==> src/wdcu_pkg.sv <==
// Package for the watchdog control unit: offsets, fields, reset values, timing.
// Assumes a 20 MHz system clock and a 32.768 kHz timebase tick input.
package wdcu_pkg;
    // Register offsets (byte addresses)
    localparam logic [3:0] WDCU_CTRL_OFS = 4'h0;
    localparam logic [3:0] WDCU_IRQ_STAT_OFS = 4'h4;
    localparam logic [3:0] WDCU_IRQ_MASK_OFS = 4'h8;
    // Control register fields
    localparam int WDCU_UNLOCK_BIT = 0;
    localparam int WDCU_ARM_BIT = 1;
    localparam int WDCU_FLAG_BIT = 2;
    localparam int WDCU_RESP_BIT = 3;
    localparam int WDCU_PRE_LSB = 4;
    localparam int WDCU_PRE_W = 4;
    localparam logic [7:0] WDCU_CTRL_RST = 8'h10;
    localparam logic [3:0] WDCU_PRE_MAX_TIMED = 4'h7;
    localparam logic [3:0] WDCU_PRE_IMMEDIATE = 4'h8;
    // Interrupt status bits
    localparam int WDCU_EV_TIMEOUT = 0;
    localparam int WDCU_EV_BAD_WRITE = 1;
    localparam int WDCU_EV_W = 2;
    // Base period 2^9 timebase ticks (15.6 ms at 32.768 kHz)
    localparam int WDCU_BASE_TICKS = 512;
    localparam real WDCU_BASE_MS = 15.6;
    localparam int WDCU_CNT_W = 17;
    typedef enum logic [1:0]
    {
        WDCU_IDLE = 2'b00,
        WDCU_RUN = 2'b01,
        WDCU_EXPIRED = 2'b11
    } wdcu_state_t;
endpackage

==> src/wdcu_timer_if.sv <==
// Interface between the control unit and its period counter.
// Assumes both ends run on sys_clk_i.
`timescale 1ns/1ps
interface wdcu_timer_if;
    logic clear;
    logic run;
    logic [3:0] pre;
    logic expire;
    modport ctrl (output clear, output run, output pre, input expire);
    modport cnt (input clear, input run, input pre, output expire);
endinterface

==> src/wdcu_counter.sv <==
// Watchdog period counter on the synchronised timebase tick.
// Assumes tick_i is a one-cycle pulse on sys_clk_i.
`timescale 1ns/1ps
module wdcu_counter
    import wdcu_pkg::*;
#(
    parameter int BASE_TICKS = WDCU_BASE_TICKS
)
(
    input wire logic sys_clk_i,
    input wire logic srst_i,
    input wire logic ce_i,
    input wire logic tick_i,
    wdcu_timer_if.cnt tmr
);
    logic [WDCU_CNT_W-1:0] cnt_r;
    logic [WDCU_CNT_W-1:0] cnt_nxt;
    logic expire_r;
    logic expire_nxt;
    logic [WDCU_CNT_W-1:0] limit;

    // Power-of-two multiple of the base period
    always_comb
    begin
        limit = WDCU_CNT_W'(BASE_TICKS) << tmr.pre[2:0];
        cnt_nxt = cnt_r;
        expire_nxt = 1'b0;
        if (tmr.clear || !tmr.run)
        begin
            cnt_nxt = '0;
        end
        else if (tick_i)
        begin
            if (cnt_r == limit - WDCU_CNT_W'(1))
            begin
                cnt_nxt = '0;
                expire_nxt = 1'b1;
            end
            else
            begin
                cnt_nxt = cnt_r + WDCU_CNT_W'(1);
            end
        end
    end

    always_ff @(posedge sys_clk_i)
    begin
        if (srst_i)
        begin
            cnt_r <= '0;
            expire_r <= 1'b0;
        end
        else if (ce_i)
        begin
            cnt_r <= cnt_nxt;
            expire_r <= expire_nxt;
        end
    end

    assign tmr.expire = expire_r;
endmodule

==> src/wdcu_top.sv <==
// Watchdog control unit: control register, unlock, timeout response, irq.
// Assumes a simple strobe register port and an external timebase pin.
// Summary of operation
// - four-bit prescale, base period 15.6 ms
// - timeout interrupt is fixed high priority
// - usable as plain interval timer with interrupt
// - timeout sets flag bit 2
// - flag cleared by writing zero or hardware reset
// - flag survives the watchdog's own reset
// - writing arm one starts and clears counter
// - expiry resets or interrupts per select bit
// - arm cleared by write, wdt reset, reset, supply
// - control write accepted only right after unlock
`timescale 1ns/1ps
module wdcu_top
    import wdcu_pkg::*;
#(
    parameter int BASE_TICKS = WDCU_BASE_TICKS
)
(
    input wire logic sys_clk_i,
    input wire logic srst_i,
    input wire logic ce_i,
    input wire logic timebase_i,
    input wire logic supply_monitor_i,
    input wire logic [3:0] addr_i,
    input wire logic [7:0] wdata_i,
    input wire logic wr_i,
    input wire logic rd_i,
    output logic [7:0] rdata_o,
    output logic chip_reset_o,
    output logic wdt_irq_o,
    output logic wdt_irq_high_prio_o,
    output logic irq_o
);
    ////////////////////////////////////////////////////////////////////////////
    // Timebase pin synchroniser and edge detect
    logic [2:0] tb_sync_r;
    logic tb_seen_r;
    logic tick;

    always_ff @(posedge sys_clk_i)
    begin
        if (srst_i)
        begin
            tb_sync_r <= 3'h0;
            tb_seen_r <= 1'b0;
        end
        else if (ce_i)
        begin
            tb_sync_r <= {tb_sync_r[1:0], timebase_i};
            if (tb_sync_r[1] == tb_sync_r[2])
            begin
                tb_seen_r <= tb_sync_r[2];
            end
        end
    end

    assign tick = (tb_sync_r[1] == tb_sync_r[2]) && tb_sync_r[2] && !tb_seen_r;

    ////////////////////////////////////////////////////////////////////////////
    // Supply monitor pin synchroniser
    logic [2:0] sm_sync_r;
    logic sm_lvl_r;
    logic sm_event;

    always_ff @(posedge sys_clk_i)
    begin
        if (srst_i)
        begin
            sm_sync_r <= 3'h0;
            sm_lvl_r <= 1'b0;
        end
        else if (ce_i)
        begin
            sm_sync_r <= {sm_sync_r[1:0], supply_monitor_i};
            if (sm_sync_r[1] == sm_sync_r[2])
            begin
                sm_lvl_r <= sm_sync_r[2];
            end
        end
    end

    assign sm_event = (sm_sync_r[1] == sm_sync_r[2]) && sm_sync_r[2] && !sm_lvl_r;

    ////////////////////////////////////////////////////////////////////////////
    // Control register and state
    wdcu_timer_if tmr ();

    logic [3:0] pre_r;
    logic [3:0] pre_nxt;
    logic resp_r;
    logic resp_nxt;
    logic flag_r;
    logic flag_nxt;
    logic arm_r;
    logic arm_nxt;
    logic unlock_r;
    logic unlock_nxt;
    logic wdt_rst_r;
    logic wdt_rst_nxt;
    logic wdt_irq_r;
    logic wdt_irq_nxt;
    logic [WDCU_EV_W-1:0] stat_r;
    logic [WDCU_EV_W-1:0] stat_nxt;
    logic [WDCU_EV_W-1:0] mask_r;
    logic [WDCU_EV_W-1:0] mask_nxt;
    logic [7:0] rdata_r;
    logic [7:0] rdata_nxt;
    wdcu_state_t state_r;
    wdcu_state_t state_nxt;
    logic ctrl_wr;
    logic ctrl_ok;
    logic timeout;
    logic [WDCU_EV_W-1:0] ev;

    function automatic logic [7:0] ctrl_word(input logic [3:0] p, input logic r,
        input logic f, input logic a, input logic u);
        ctrl_word = {p, r, f, a, u};
    endfunction

    assign ctrl_wr = wr_i && (addr_i == WDCU_CTRL_OFS);
    assign ctrl_ok = ctrl_wr && unlock_r;
    assign timeout = tmr.expire && arm_r;

    always_comb
    begin
        pre_nxt = pre_r;
        resp_nxt = resp_r;
        flag_nxt = flag_r;
        arm_nxt = arm_r;
        unlock_nxt = unlock_r;
        state_nxt = state_r;
        wdt_rst_nxt = 1'b0;
        wdt_irq_nxt = wdt_irq_r;
        tmr.clear = 1'b0;
        ev = '0;
        // Unlock lasts one write; any other control write spends it
        if (ctrl_wr)
        begin
            unlock_nxt = 1'b0;
        end
        if (ctrl_ok)
        begin
            pre_nxt = wdata_i[WDCU_PRE_LSB +: WDCU_PRE_W];
            resp_nxt = wdata_i[WDCU_RESP_BIT];
            arm_nxt = wdata_i[WDCU_ARM_BIT];
            tmr.clear = wdata_i[WDCU_ARM_BIT];
            if (!wdata_i[WDCU_FLAG_BIT])
            begin
                flag_nxt = 1'b0;
            end
            if (wdata_i[WDCU_ARM_BIT])
            begin
                wdt_irq_nxt = 1'b0;
            end
        end
        else if (ctrl_wr)
        begin
            unlock_nxt = wdata_i[WDCU_UNLOCK_BIT];
            ev[WDCU_EV_BAD_WRITE] = !wdata_i[WDCU_UNLOCK_BIT];
        end
        case (state_r)
            WDCU_IDLE:
            begin
                if (arm_nxt)
                begin
                    state_nxt = WDCU_RUN;
                end
            end
            WDCU_RUN:
            begin
                if (!arm_nxt)
                begin
                    state_nxt = WDCU_IDLE;
                end
                else if (pre_r == WDCU_PRE_IMMEDIATE)
                begin
                    wdt_rst_nxt = 1'b1;
                    flag_nxt = 1'b1;
                    arm_nxt = 1'b0;
                    state_nxt = WDCU_IDLE;
                end
                else if (timeout && pre_r <= WDCU_PRE_MAX_TIMED)
                begin
                    flag_nxt = 1'b1;
                    ev[WDCU_EV_TIMEOUT] = 1'b1;
                    if (!resp_r)
                    begin
                        wdt_rst_nxt = 1'b1;
                        arm_nxt = 1'b0;
                        state_nxt = WDCU_IDLE;
                    end
                    else
                    begin
                        wdt_irq_nxt = 1'b1;
                        state_nxt = WDCU_EXPIRED;
                    end
                end
            end
            WDCU_EXPIRED:
            begin
                if (!arm_nxt)
                begin
                    state_nxt = WDCU_IDLE;
                end
                else if (tmr.clear)
                begin
                    state_nxt = WDCU_RUN;
                end
            end
            default:
            begin
                state_nxt = WDCU_IDLE;
            end
        endcase
        if (sm_event)
        begin
            arm_nxt = 1'b0;
            state_nxt = WDCU_IDLE;
        end
    end

    assign tmr.run = (state_r == WDCU_RUN);
    assign tmr.pre = pre_r;

    ////////////////////////////////////////////////////////////////////////////
    // Interrupt status, mask and read data
    always_comb
    begin
        stat_nxt = stat_r;
        mask_nxt = mask_r;
        if (wr_i && addr_i == WDCU_IRQ_STAT_OFS)
        begin
            stat_nxt = stat_r & ~wdata_i[WDCU_EV_W-1:0];
        end
        stat_nxt = stat_nxt | ev;
        if (wr_i && addr_i == WDCU_IRQ_MASK_OFS)
        begin
            mask_nxt = wdata_i[WDCU_EV_W-1:0];
        end
        rdata_nxt = 8'h00;
        if (rd_i)
        begin
            case (addr_i)
                WDCU_CTRL_OFS: rdata_nxt = ctrl_word(pre_r, resp_r, flag_r, arm_r, unlock_r);
                WDCU_IRQ_STAT_OFS: rdata_nxt = {6'h00, stat_r};
                WDCU_IRQ_MASK_OFS: rdata_nxt = {6'h00, mask_r};
                default: rdata_nxt = 8'h00;
            endcase
        end
    end

    ////////////////////////////////////////////////////////////////////////////
    // Registers
    always_ff @(posedge sys_clk_i)
    begin
        if (srst_i)
        begin
            pre_r <= WDCU_CTRL_RST[7:4];
            resp_r <= WDCU_CTRL_RST[WDCU_RESP_BIT];
            flag_r <= WDCU_CTRL_RST[WDCU_FLAG_BIT];
            arm_r <= WDCU_CTRL_RST[WDCU_ARM_BIT];
            unlock_r <= 1'b0;
            state_r <= WDCU_IDLE;
            wdt_rst_r <= 1'b0;
            wdt_irq_r <= 1'b0;
            stat_r <= '0;
            mask_r <= '0;
            rdata_r <= 8'h00;
        end
        else if (ce_i)
        begin
            // Watchdog reset pulse leaves the flag alone
            pre_r <= pre_nxt;
            resp_r <= resp_nxt;
            flag_r <= flag_nxt;
            arm_r <= arm_nxt;
            unlock_r <= unlock_nxt;
            state_r <= state_nxt;
            wdt_rst_r <= wdt_rst_nxt;
            wdt_irq_r <= wdt_irq_nxt;
            stat_r <= stat_nxt;
            mask_r <= mask_nxt;
            rdata_r <= rdata_nxt;
        end
    end

    wdcu_counter #(
        .BASE_TICKS(BASE_TICKS)
    ) u_wdcu_counter (
        .sys_clk_i(sys_clk_i),
        .srst_i(srst_i),
        .ce_i(ce_i),
        .tick_i(tick),
        .tmr(tmr)
    );

    assign rdata_o = rdata_r;
    assign chip_reset_o = wdt_rst_r;
    assign wdt_irq_o = wdt_irq_r;
    assign wdt_irq_high_prio_o = wdt_irq_r;
    assign irq_o = |(stat_r & mask_r);
endmodule
==> config.mk <==
export PLATFORM = sky130hd
export DESIGN_NAME = wdcu_top
export DESIGN_NICKNAME = d
export VERILOG_FILES = /design/src/wdcu_pkg.sv /design/src/wdcu_timer_if.sv /design/src/wdcu_counter.sv /design/src/wdcu_top.sv
export SDC_FILE = /design/constraint.sdc
export NUM_CORES = 1
export LEC_CHECK = 0
export ABC_AREA = 1
export BUFFER_PORTS_ARGS = -buffer_cell sky130_fd_sc_hd__clkbuf_2
export CAP_MARGIN = 20
export CORE_UTILIZATION = 45
export CTS_BUF_LIST = sky130_fd_sc_hd__clkbuf_2
export CTS_CLUSTER_DIAMETER = 200
export DETAILED_ROUTE_END_ITERATION = 8
export PLACE_DENSITY = 0.67
export SYNTH_ARGS = -nofsm -noshare
export SYNTH_HDL_FRONTEND = slang
export SYNTH_SLANG_ARGS = --single-unit
export TNS_END_PERCENT = 100
==> constraint.sdc <==
create_clock -name sys_clk_i -period 1.8 [get_ports sys_clk_i]
set_clock_uncertainty 0.05 [all_clocks]
set_input_delay 0.36 -clock sys_clk_i [delete_from_list [all_inputs] [get_ports sys_clk_i]]
set_output_delay 0.36 -clock sys_clk_i [all_outputs]
set_load 0.02 [all_outputs]
Yosys cells after proc, flatten, opt, wreduce, memory -nomap -nowiden
Index checks and enable logic that the tools add are counted.
Word-level totals
  bits in registers: 50
  output and inout bits: 12
Operators by class
  add/subtract/negate cells: 2
  order comparisons: 1
  equal/unequal tests: 11
  shifts and indexed selects: 1
  multiplexer cells: 53
  bitwise gates (word level): 4
  reduce and logical (&&, ||, !) cells: 25
Operator list (count)
  2-to-1 mux 17 bit: 3
  2-to-1 mux 1 bit: 38
  case mux 8 bit (3 select lines): 1
  2-to-1 mux 2 bit: 9
  adder 17 x 1 -> 17 bit, second input constant: 1
  == test 17 bit: 1
  left shift 10 x 3 -> 17 bit, first input constant: 1
  subtractor 17 x 1 -> 17 bit, second input constant: 1
  logical AND 1 bit: 10
  AND reduction 2 bit: 5
  == test 4 bit, second input constant: 2
  2-to-1 mux 8 bit: 1
  case mux 2 bit (3 select lines): 1
  inequality test 5 bit, second input constant: 1
  AND 2 bit: 2
  == test 4 x 3 -> 1 bit, second input constant: 1
  less-or-equal comparator 4 x 3 -> 1 bit, second input constant: 1
  zero test 1 bit: 4
  zero test 4 bit: 1
  inequality test 4 x 3 -> 1 bit, second input constant: 1
  AND reduction 4 bit: 1
  inequality test 3 bit, second input constant: 1
  == test 1 bit: 2
  == test 2 x 1 -> 1 bit, second input constant: 1
  7 further kinds: 7

Depth between registers and ports, before layout
Gate-level depths: netlist (run 1).
  depth after elaboration: 9
  depth in mapped cells: 17

Hierarchy
From an unflattened synthesis (run 1), not the netlist that was laid out.
Unflattened totals
  cells, all modules: 437
  area total of the unflattened synthesis: 2894.0 um^2
By module, submodules not included
  wdcu_top: instances 1, cells each 198, area each 1505.2 um^2, seq. area each 640.6 um^2
  wdcu_counter: instances 1, cells each 239, area each 1388.8 um^2, seq. area each 360.3 um^2

Worst setup path before layout (run 1)
OpenSTA, ideal clock, no wires.
  path type: flip-flop to flip-flop
  start point: register pre_r[1]
  end point: register u_wdcu_counter.cnt_r[11]
  setup time: 64 ps
  arrival time: 1859 ps
  required time: 1686 ps
  slack: -173 ps
  stages on the path, launching flop included: 16
  path buffers: 2
  period minus slack after synthesis: 1973 ps
  cells stage by stage: dfxtp_1 buf_2 nor2_4 nand2_1 ha_1 or2_2 nand3_1 nor2_1 nand2_1 nor2_1 nand2_2 nand2_1 nand2_1 nand2_2 buf_6 nor2_1
On the way
  longest elaborated chain between the ends: 6
RTL lines
  start, declared: line wdcu_top.sv:90  | logic [3:0] pre_r;
  start signal, assigned: line wdcu_top.sv:260  | pre_r <= WDCU_CTRL_RST[7:4];
  start signal, assigned: line wdcu_top.sv:275  | pre_r <= pre_nxt;
  left shift 10 x 3 -> 17 bit: line wdcu_counter.sv:25  | limit = WDCU_CNT_W'(BASE_TICKS) << tmr.pre[2:0];
  subtractor 17 x 1 -> 17 bit: line wdcu_counter.sv:34  | if (cnt_r == limit - WDCU_CNT_W'(1))
  == test 17 bit: line wdcu_counter.sv:34
  2-to-1 mux 17 bit: line wdcu_counter.sv:34
  2-to-1 mux 17 bit: line wdcu_counter.sv:32  | else if (tick_i)
  2-to-1 mux 17 bit: line wdcu_counter.sv:28  | if (tmr.clear || !tmr.run)
  end signal, assigned: line wdcu_counter.sv:55  | cnt_r <= cnt_nxt;
  end, declared: line wdcu_counter.sv:16  | logic [WDCU_CNT_W-1:0] cnt_r;
No other way between the ends. The select of a mux whose other input is x is not followed.
A chain may end at the register's enable or synchronous reset.

Final worst setup path (run 1)
  start point: register pre_r[0]
  end point: register u_wdcu_counter.cnt_r[9]
The elaborated chain is that of the path after synthesis.

==> qor.yml, run 1 <==
job:
  drv_cap: 0
logic_synthesis:
  syn-instance-count: 411
  synth_adder_area_share: 0.0187
  syn-num-nets: 434
  yosysTopAreaCellShare: 0.375
  synthMuxAreaShare: 0
  syn_area_um2: 2670
  postSynthAreaPerCell_um2: 6.50
  synth-simple-area-share: 0.367
  synth_compound_gate_area_share: 0.121
  synth_xor_xnor_area_share: 0.0328
  synth_edf_count: 0
  ys_warn_count: 0
  synth_seq_cells: 50
  synth_top_family_by_area: "simple AND/OR/NAND/NOR gates"
  ys.flop_type: "dfxtp_1"
  ys_seq_area_frac: 0.375
  ys_types: 32
  synth_top_area_cell: "dfxtp_1"
  yosys-top-cells-area: "dfxtp_1, nand2_1, nor2_1"
  async_flop_share: 0
power_and_ir_drop:
  p_int_mw: 1.33
  power_density_nw_per_um2: 570
  p_switching_mw: 0.545
  clock_power_share: 0.241
  p_comb_frac: 0.149
  p_sw_frac: 0.290
  leakagePower_nw: 1.42
  vdd_drop_max_mv: 0.395
  power_mw: 1.88
  seqPwrFrac: 0.610
timing:
  rsz0062_at_grt: "true"
  max_slew_margin: 0.729
  hold_viol: 0
  fin_tns_setup_ns: -0.0490
  finalCriticalPeriod_ns: 1.82
  tightestPinTransition_ns: 0.404
  setup_violations: 4
  fmax_ghz: 0.550
  fin_ws_ns: -0.0174
  hold-worst-slack_ns: 0.0797
  fin_crit_sh: 1.01
  maxSlewViolCount: 0
clocking:
  clk_pin_slew_ns: 0.25
  tritoncts: "built"
  htreeDepth: 2
  clockBufferDepth: 2
  cts_hold_buf: 0
  numClockSinks: 50
  cts-root-buf: "clkbuf_2"
  clk_latency_ns: 0.44
  tritoncts.num_buffers: 5
detailed_routing:
  drtAntennaViolNets: 0
  wl_um: 6600
  vias: 2781
  vias_per_cell: 5.09
  drcViolationCount: 0
  firstDrtPassIters: 4
  wl_per_cell_um: 12.1
  drt_iter0_markers: 172
floorplanning:
  die_h_um: 79.0
  row_count: 27
  io_pins: 31
  core_area_um2: 5610
  die_area_um2: 6250
  start_util: 0.476
  dieWidth_um: 79.0
hold_path:
  hp-start: "supply_monitor_i"
  hold_path.class: "in2reg"
  min_path_cells: 3
  hold_end: "sm_sync_r[0]"
critical_path:
  crit_type: "reg2reg"
  critPathLaunchType: "register"
  ff2ff_path_depth: 13
  ff2ff_setup_slack_ns: -0.02
  worstPathMaxFanout: 6
  endpoint_kind: "register"
  arrival_ns: 2.11
  cp.required_ns: 2.10
  r2r-end: "u_wdcu_counter.cnt_r[9]"
  reg2reg_from: "pre_r[0]"
place:
  dp_cells: 535
  gp_congestion: 0.862
  dp_hpwl_um: 4770
  placed_cell_area_um2: 3120
  io_buffer_count: 30
  place_ws_ns: -0.130
grt:
  grt.overflow.total: 0
  grt_max_degree: 22
  grt_pass1_vias: 2478
  antenna_found_initial: 0
  grt_pass1_wl_um: 10700
  gr-usage-all-layers: 0.217
layout:
  layoutNonFillerInstCount: 546
  design_area_um2: 3290
  antenna_cells: 0
  final_cell_mix: "nand2_1, nor2_1, dfxtp_1"
  post-route-util: 0.587
  nets: 497
  final_common_cell: "nand2_1"
  area_growth_pct: 23.3
  drive_gt1_frac: 0.236
status:
  violations: "setup timing"
  outcome: "complete, but fails checks"
[what timing repair did]
action / 4_1_cts / 5_1_grt
pin swaps: 1 / 23
buffers inserted: 2 / 1
gates cloned: 0 / 1
resized for setup: 5 / 30
setup endpoints to repair: 17 / 17
[sequential cells by signal (all words and copies together), names as in the netlist]
register and cells:
arm_r 1, chip_reset_o 1, flag_r 1, mask_r 2, pre_r 4, rdata_o 8, resp_r 1, sm_lvl_r 1
sm_sync_r 3, stat_r 2, state_r 2, tb_seen_r 1, tb_sync_r 3, u_wdcu_counter.cnt_r 17, u_wdcu_counter.tmr.expire 1, unlock_r 1
wdt_irq_high_prio_o 1
[cell families (layout without fill, tap and decap cells)]
group                    after synthesis  count (layout)
AO/OA/AOI/OAI                         58              58
XOR/XNOR                              10              10
adder cells (fa/ha/maj)                4               4
buffers and inverters                 54             116
flip-flops                            50              50
AND/OR/NAND/NOR                      235             236
[routing by layer]
layer	vias up	global-route usage	wire, µm
li1	1447	-	-
met1	1272	0.286	3050
met2	52	0.358	3180
met3	10	0.0391	269
met4	0	0.0709	102
met5	-	0	0
[critical path, stage by stage (launching register included)]
cell	delay [ns]
dfxtp_4	0.41
nor2_4	0.12
nand2_2	0.08
ha_4	0.26
or2_4	0.11
nand3_2	0.06
nor2_2	0.09
nand2_1	0.06
nor2_2	0.09
nand2_2	0.08
nand2_2	0.08
nand2_4	0.08
nand2_8	0.12
nor2_2	0.04
[area by class of cell]
| cell class | count | area, µm² |
|---|---|---|
| clock inverters | 1 | 7.51 |
| fillers | 555 | 2310 |
| clock buffers | 6 | 30.0 |
| multi-input cells | 308 | 1560 |
| inverters | 42 | 158 |
| flip-flops and latches | 50 | 1010 |
| well taps | 72 | 90.1 |
| repair buffers | 67 | 432 |
[power groups by stage]
stage	combinational, mW	clock (mW)	sequential (mW)
3_3_place_gp	0.241	0	1.17
3_5_place_dp	0.247	0	1.17
5_1_grt	0.314	0.519	1.15
4_1_cts	0.250	0.462	1.15
6_report	0.280	0.453	1.14
2_1_floorplan	0.160	0	1.17
[worst max-delay path by stage]
stage | from | end | slack, ns | depth (start not counted)
global route | pre_r[0] | u_wdcu_counter.cnt_r[12] | -0.13 | 16
floorplan | pre_r[1] | u_wdcu_counter.cnt_r[4] | -0.05 | 15
finish | pre_r[0] | u_wdcu_counter.cnt_r[9] | -0.02 | 13
CTS | pre_r[1] | u_wdcu_counter.cnt_r[12] | 0.007 | 14
detailed placement | pre_r[1] | u_wdcu_counter.cnt_r[14] | -0.13 | 14
global placement | pre_r[1] | u_wdcu_counter.cnt_r[1] | -0.02 | 14
[synth_stat cells (2+ instances only)]
cell type,instances
a21oi_1,27
a22oi_1,3
dfxtp_1,50
nand2_2,2
xor2_1,8
inv_1,38
clkbuf_1,7
a31oi_1,2
nand2_1,111
buf_6,2
o21ai_0,18
nand4_1,10
o21a_1,3
nor2_1,71
nand3_1,31
buf_4,2
nor2_2,2
xnor2_1,2
nor3_1,4
ha_1,4
inv_2,3
(Power assumes the default switching activity.)
==> run 2: changes to the inputs <==
--- a/config.mk
+++ b/config.mk
@@ -12,7 +12,7 @@
 export CTS_BUF_LIST = sky130_fd_sc_hd__clkbuf_2
 export CTS_CLUSTER_DIAMETER = 200
 export DETAILED_ROUTE_END_ITERATION = 8
-export PLACE_DENSITY = 0.67
+export PLACE_DENSITY = 0.65
 export SYNTH_ARGS = -nofsm -noshare
 export SYNTH_HDL_FRONTEND = slang
 export SYNTH_SLANG_ARGS = --single-unit
==> run 2 against run 1 <==
The flow now finishes without violations. Highest routed layer unchanged. Setup slack better by 0.020 ns. Count of clock-buffer cells in the layout is 1 lower. Maximum frequency is 1.1% higher. Largest power group unchanged. Sequential cell count stayed put.
==> qor.yml, run 2 (synthesized netlist as in run 1, its figures left out) <==
detailed_routing:
  vias: 2695
  wl_um: 6480
  firstDrtPassIters: 4
  vias_per_cell: 4.99
  drcViolationCount: 0
  wl_per_cell_um: 12.0
  drt_iter0_markers: 111
  drtAntennaViolNets: 0
place:
  dp_cells: 531
  place_ws_ns: -0.0880
  gp_congestion: 0.893
  dp_hpwl_um: 4720
  placed_cell_area_um2: 3090
  io_buffer_count: 30
layout:
  seqCellArea_um2: 1010
  final_common_cell: "nand2_1"
  multiInputGateArea_um2: 1520
  post-route-util: 0.571
  area_growth_pct: 20.0
  layoutNonFillerInstCount: 540
  design_area_um2: 3200
  drive_gt1_frac: 0.209
  largest_register_ffs: 17
  fill_cells: 560
  final_cell_mix: "nand2_1, nor2_1, dfxtp_1"
  nets: 491
  top_register: "u_wdcu_counter.cnt_r"
  antenna_cells: 0
grt:
  met1_usage: 0.288
  grt_util_met2: 0.363
  grt.overflow.total: 0
  busiest_layer: "met2"
  gr-usage-all-layers: 0.219
  grt_max_degree: 22
  met3_usage: 0.0368
  grt_pass1_vias: 2406
  grt_pass1_wl_um: 10800
  antenna_found_initial: 0
floorplanning:
  dieWidth_um: 79.0
  start_util: 0.476
  core_area_um2: 5610
  io_pins: 31
  row_count: 27
  die_area_um2: 6250
  die_h_um: 79.0
clocking:
  htreeDepth: 2
  clk_pin_slew_ns: 0.25
  tritoncts: "built"
  clk_latency_ns: 0.45
  tritoncts.num_buffers: 5
  numClockSinks: 50
  clockBufferDepth: 2
  cts-root-buf: "clkbuf_2"
timing:
  maxSlewViolCount: 0
  finalCriticalPeriod_ns: 1.80
  setup_violations: 0
  hold_viol: 0
  rsz0062_at_grt: "true"
  fin_ws_ns: 0.00232
  tightestPinTransition_ns: 0.428
  max_slew_margin: 0.712
  hold-worst-slack_ns: 0.0598
  fin_crit_sh: 0.999
  fin_tns_setup_ns: 0
  fmax_ghz: 0.556
power_and_ir_drop:
  leakagePower_nw: 1.39
  power_density_nw_per_um2: 584
  vdd_drop_max_mv: 0.457
  power_mw: 1.87
job:
  drv_cap: 0
critical_path:
  cp.required_ns: 2.12
  endpoint_kind: "register"
  cpLargestDelayFamily: "simple AND/OR/NAND/NOR gates"
  crit_type: "reg2reg"
  worstPathMaxFanout: 5
  critPathBufInv: 1
  critPathLaunchType: "register"
  path_cells: "nor2_4 > nand2_2 > ha_4 > or2_4 > nand3_2 > nor2_2 > nand2_1 > nor2_1 > nand2_2 > buf_6 > nand2_2 > nand2_1 > nand2_1 > nor2_1"
  critPathMaxStageDelay_ns: 0.42
  crit_path_top_delay_cell: "dfxtp_4"
  arrival_ns: 2.12
hold_path:
  hold_path.class: "in2reg"
status:
  outcome: "complete, no violations"
-- run 2: changes by cell type in the layout (fill, tap and decap cells not counted), sizes merged --
cell / delta
buf: -6
clkbuf: -1
clkinv: +1
clkinvlp: -1
inv: +1
-- run 2: final timing paths --
check	startpoint	to	slack, ns	cells after the start
worst max register to register	pre_r[0]	u_wdcu_counter.cnt_r[12]	0.002	14
worst max-delay path	pre_r[0]	u_wdcu_counter.cnt_r[12]	0.002	14
worst min register to register	chip_reset_o	chip_reset_o	0.44	2
worst min-delay path	timebase_i	tb_sync_r[0]	0.06	3
-- run 2: power by group --
part / leakage, nW / total [mW] / switching [mW] / internal [mW]
logic: 0.957 / 0.253 / 0.158 / 0.0946
clock network: 0.0292 / 0.471 / 0.379 / 0.0919
registers: 0.406 / 1.15 / 0.0136 / 1.13
-- run 2: final cells by class --
type,instances,area share
clock buffer,5,0.00781
clock inverter,2,0.00430
inverter,42,0.0492
multi-input combinational,308,0.475
sequential,50,0.315
tap,72,0.0281
timing repair buffer,61,0.121
-- run 2: repair_timing --
action | 4_1_cts | 5_1_grt
hold buffers | 0 | 0
setup endpoints to repair | 17 | 17
setup buffers | 1 | 0
pin swaps | 0 | 6
cloned | 0 | 1
resized for setup | 6 | 15
-- run 2: tightest hold or removal path, cell delays in order --
cell	delay [ns]
clkbuf_2	0.08
nor2_1	0.03
nor2_1	0.08
-- run 2: routing by layer --
layer  vias to the layer above  share of wire
met3                        11          0.031
met5                         -              0
li1                       1433              -
met4                         0          0.017
met2                        41           0.47
met1                      1210           0.48
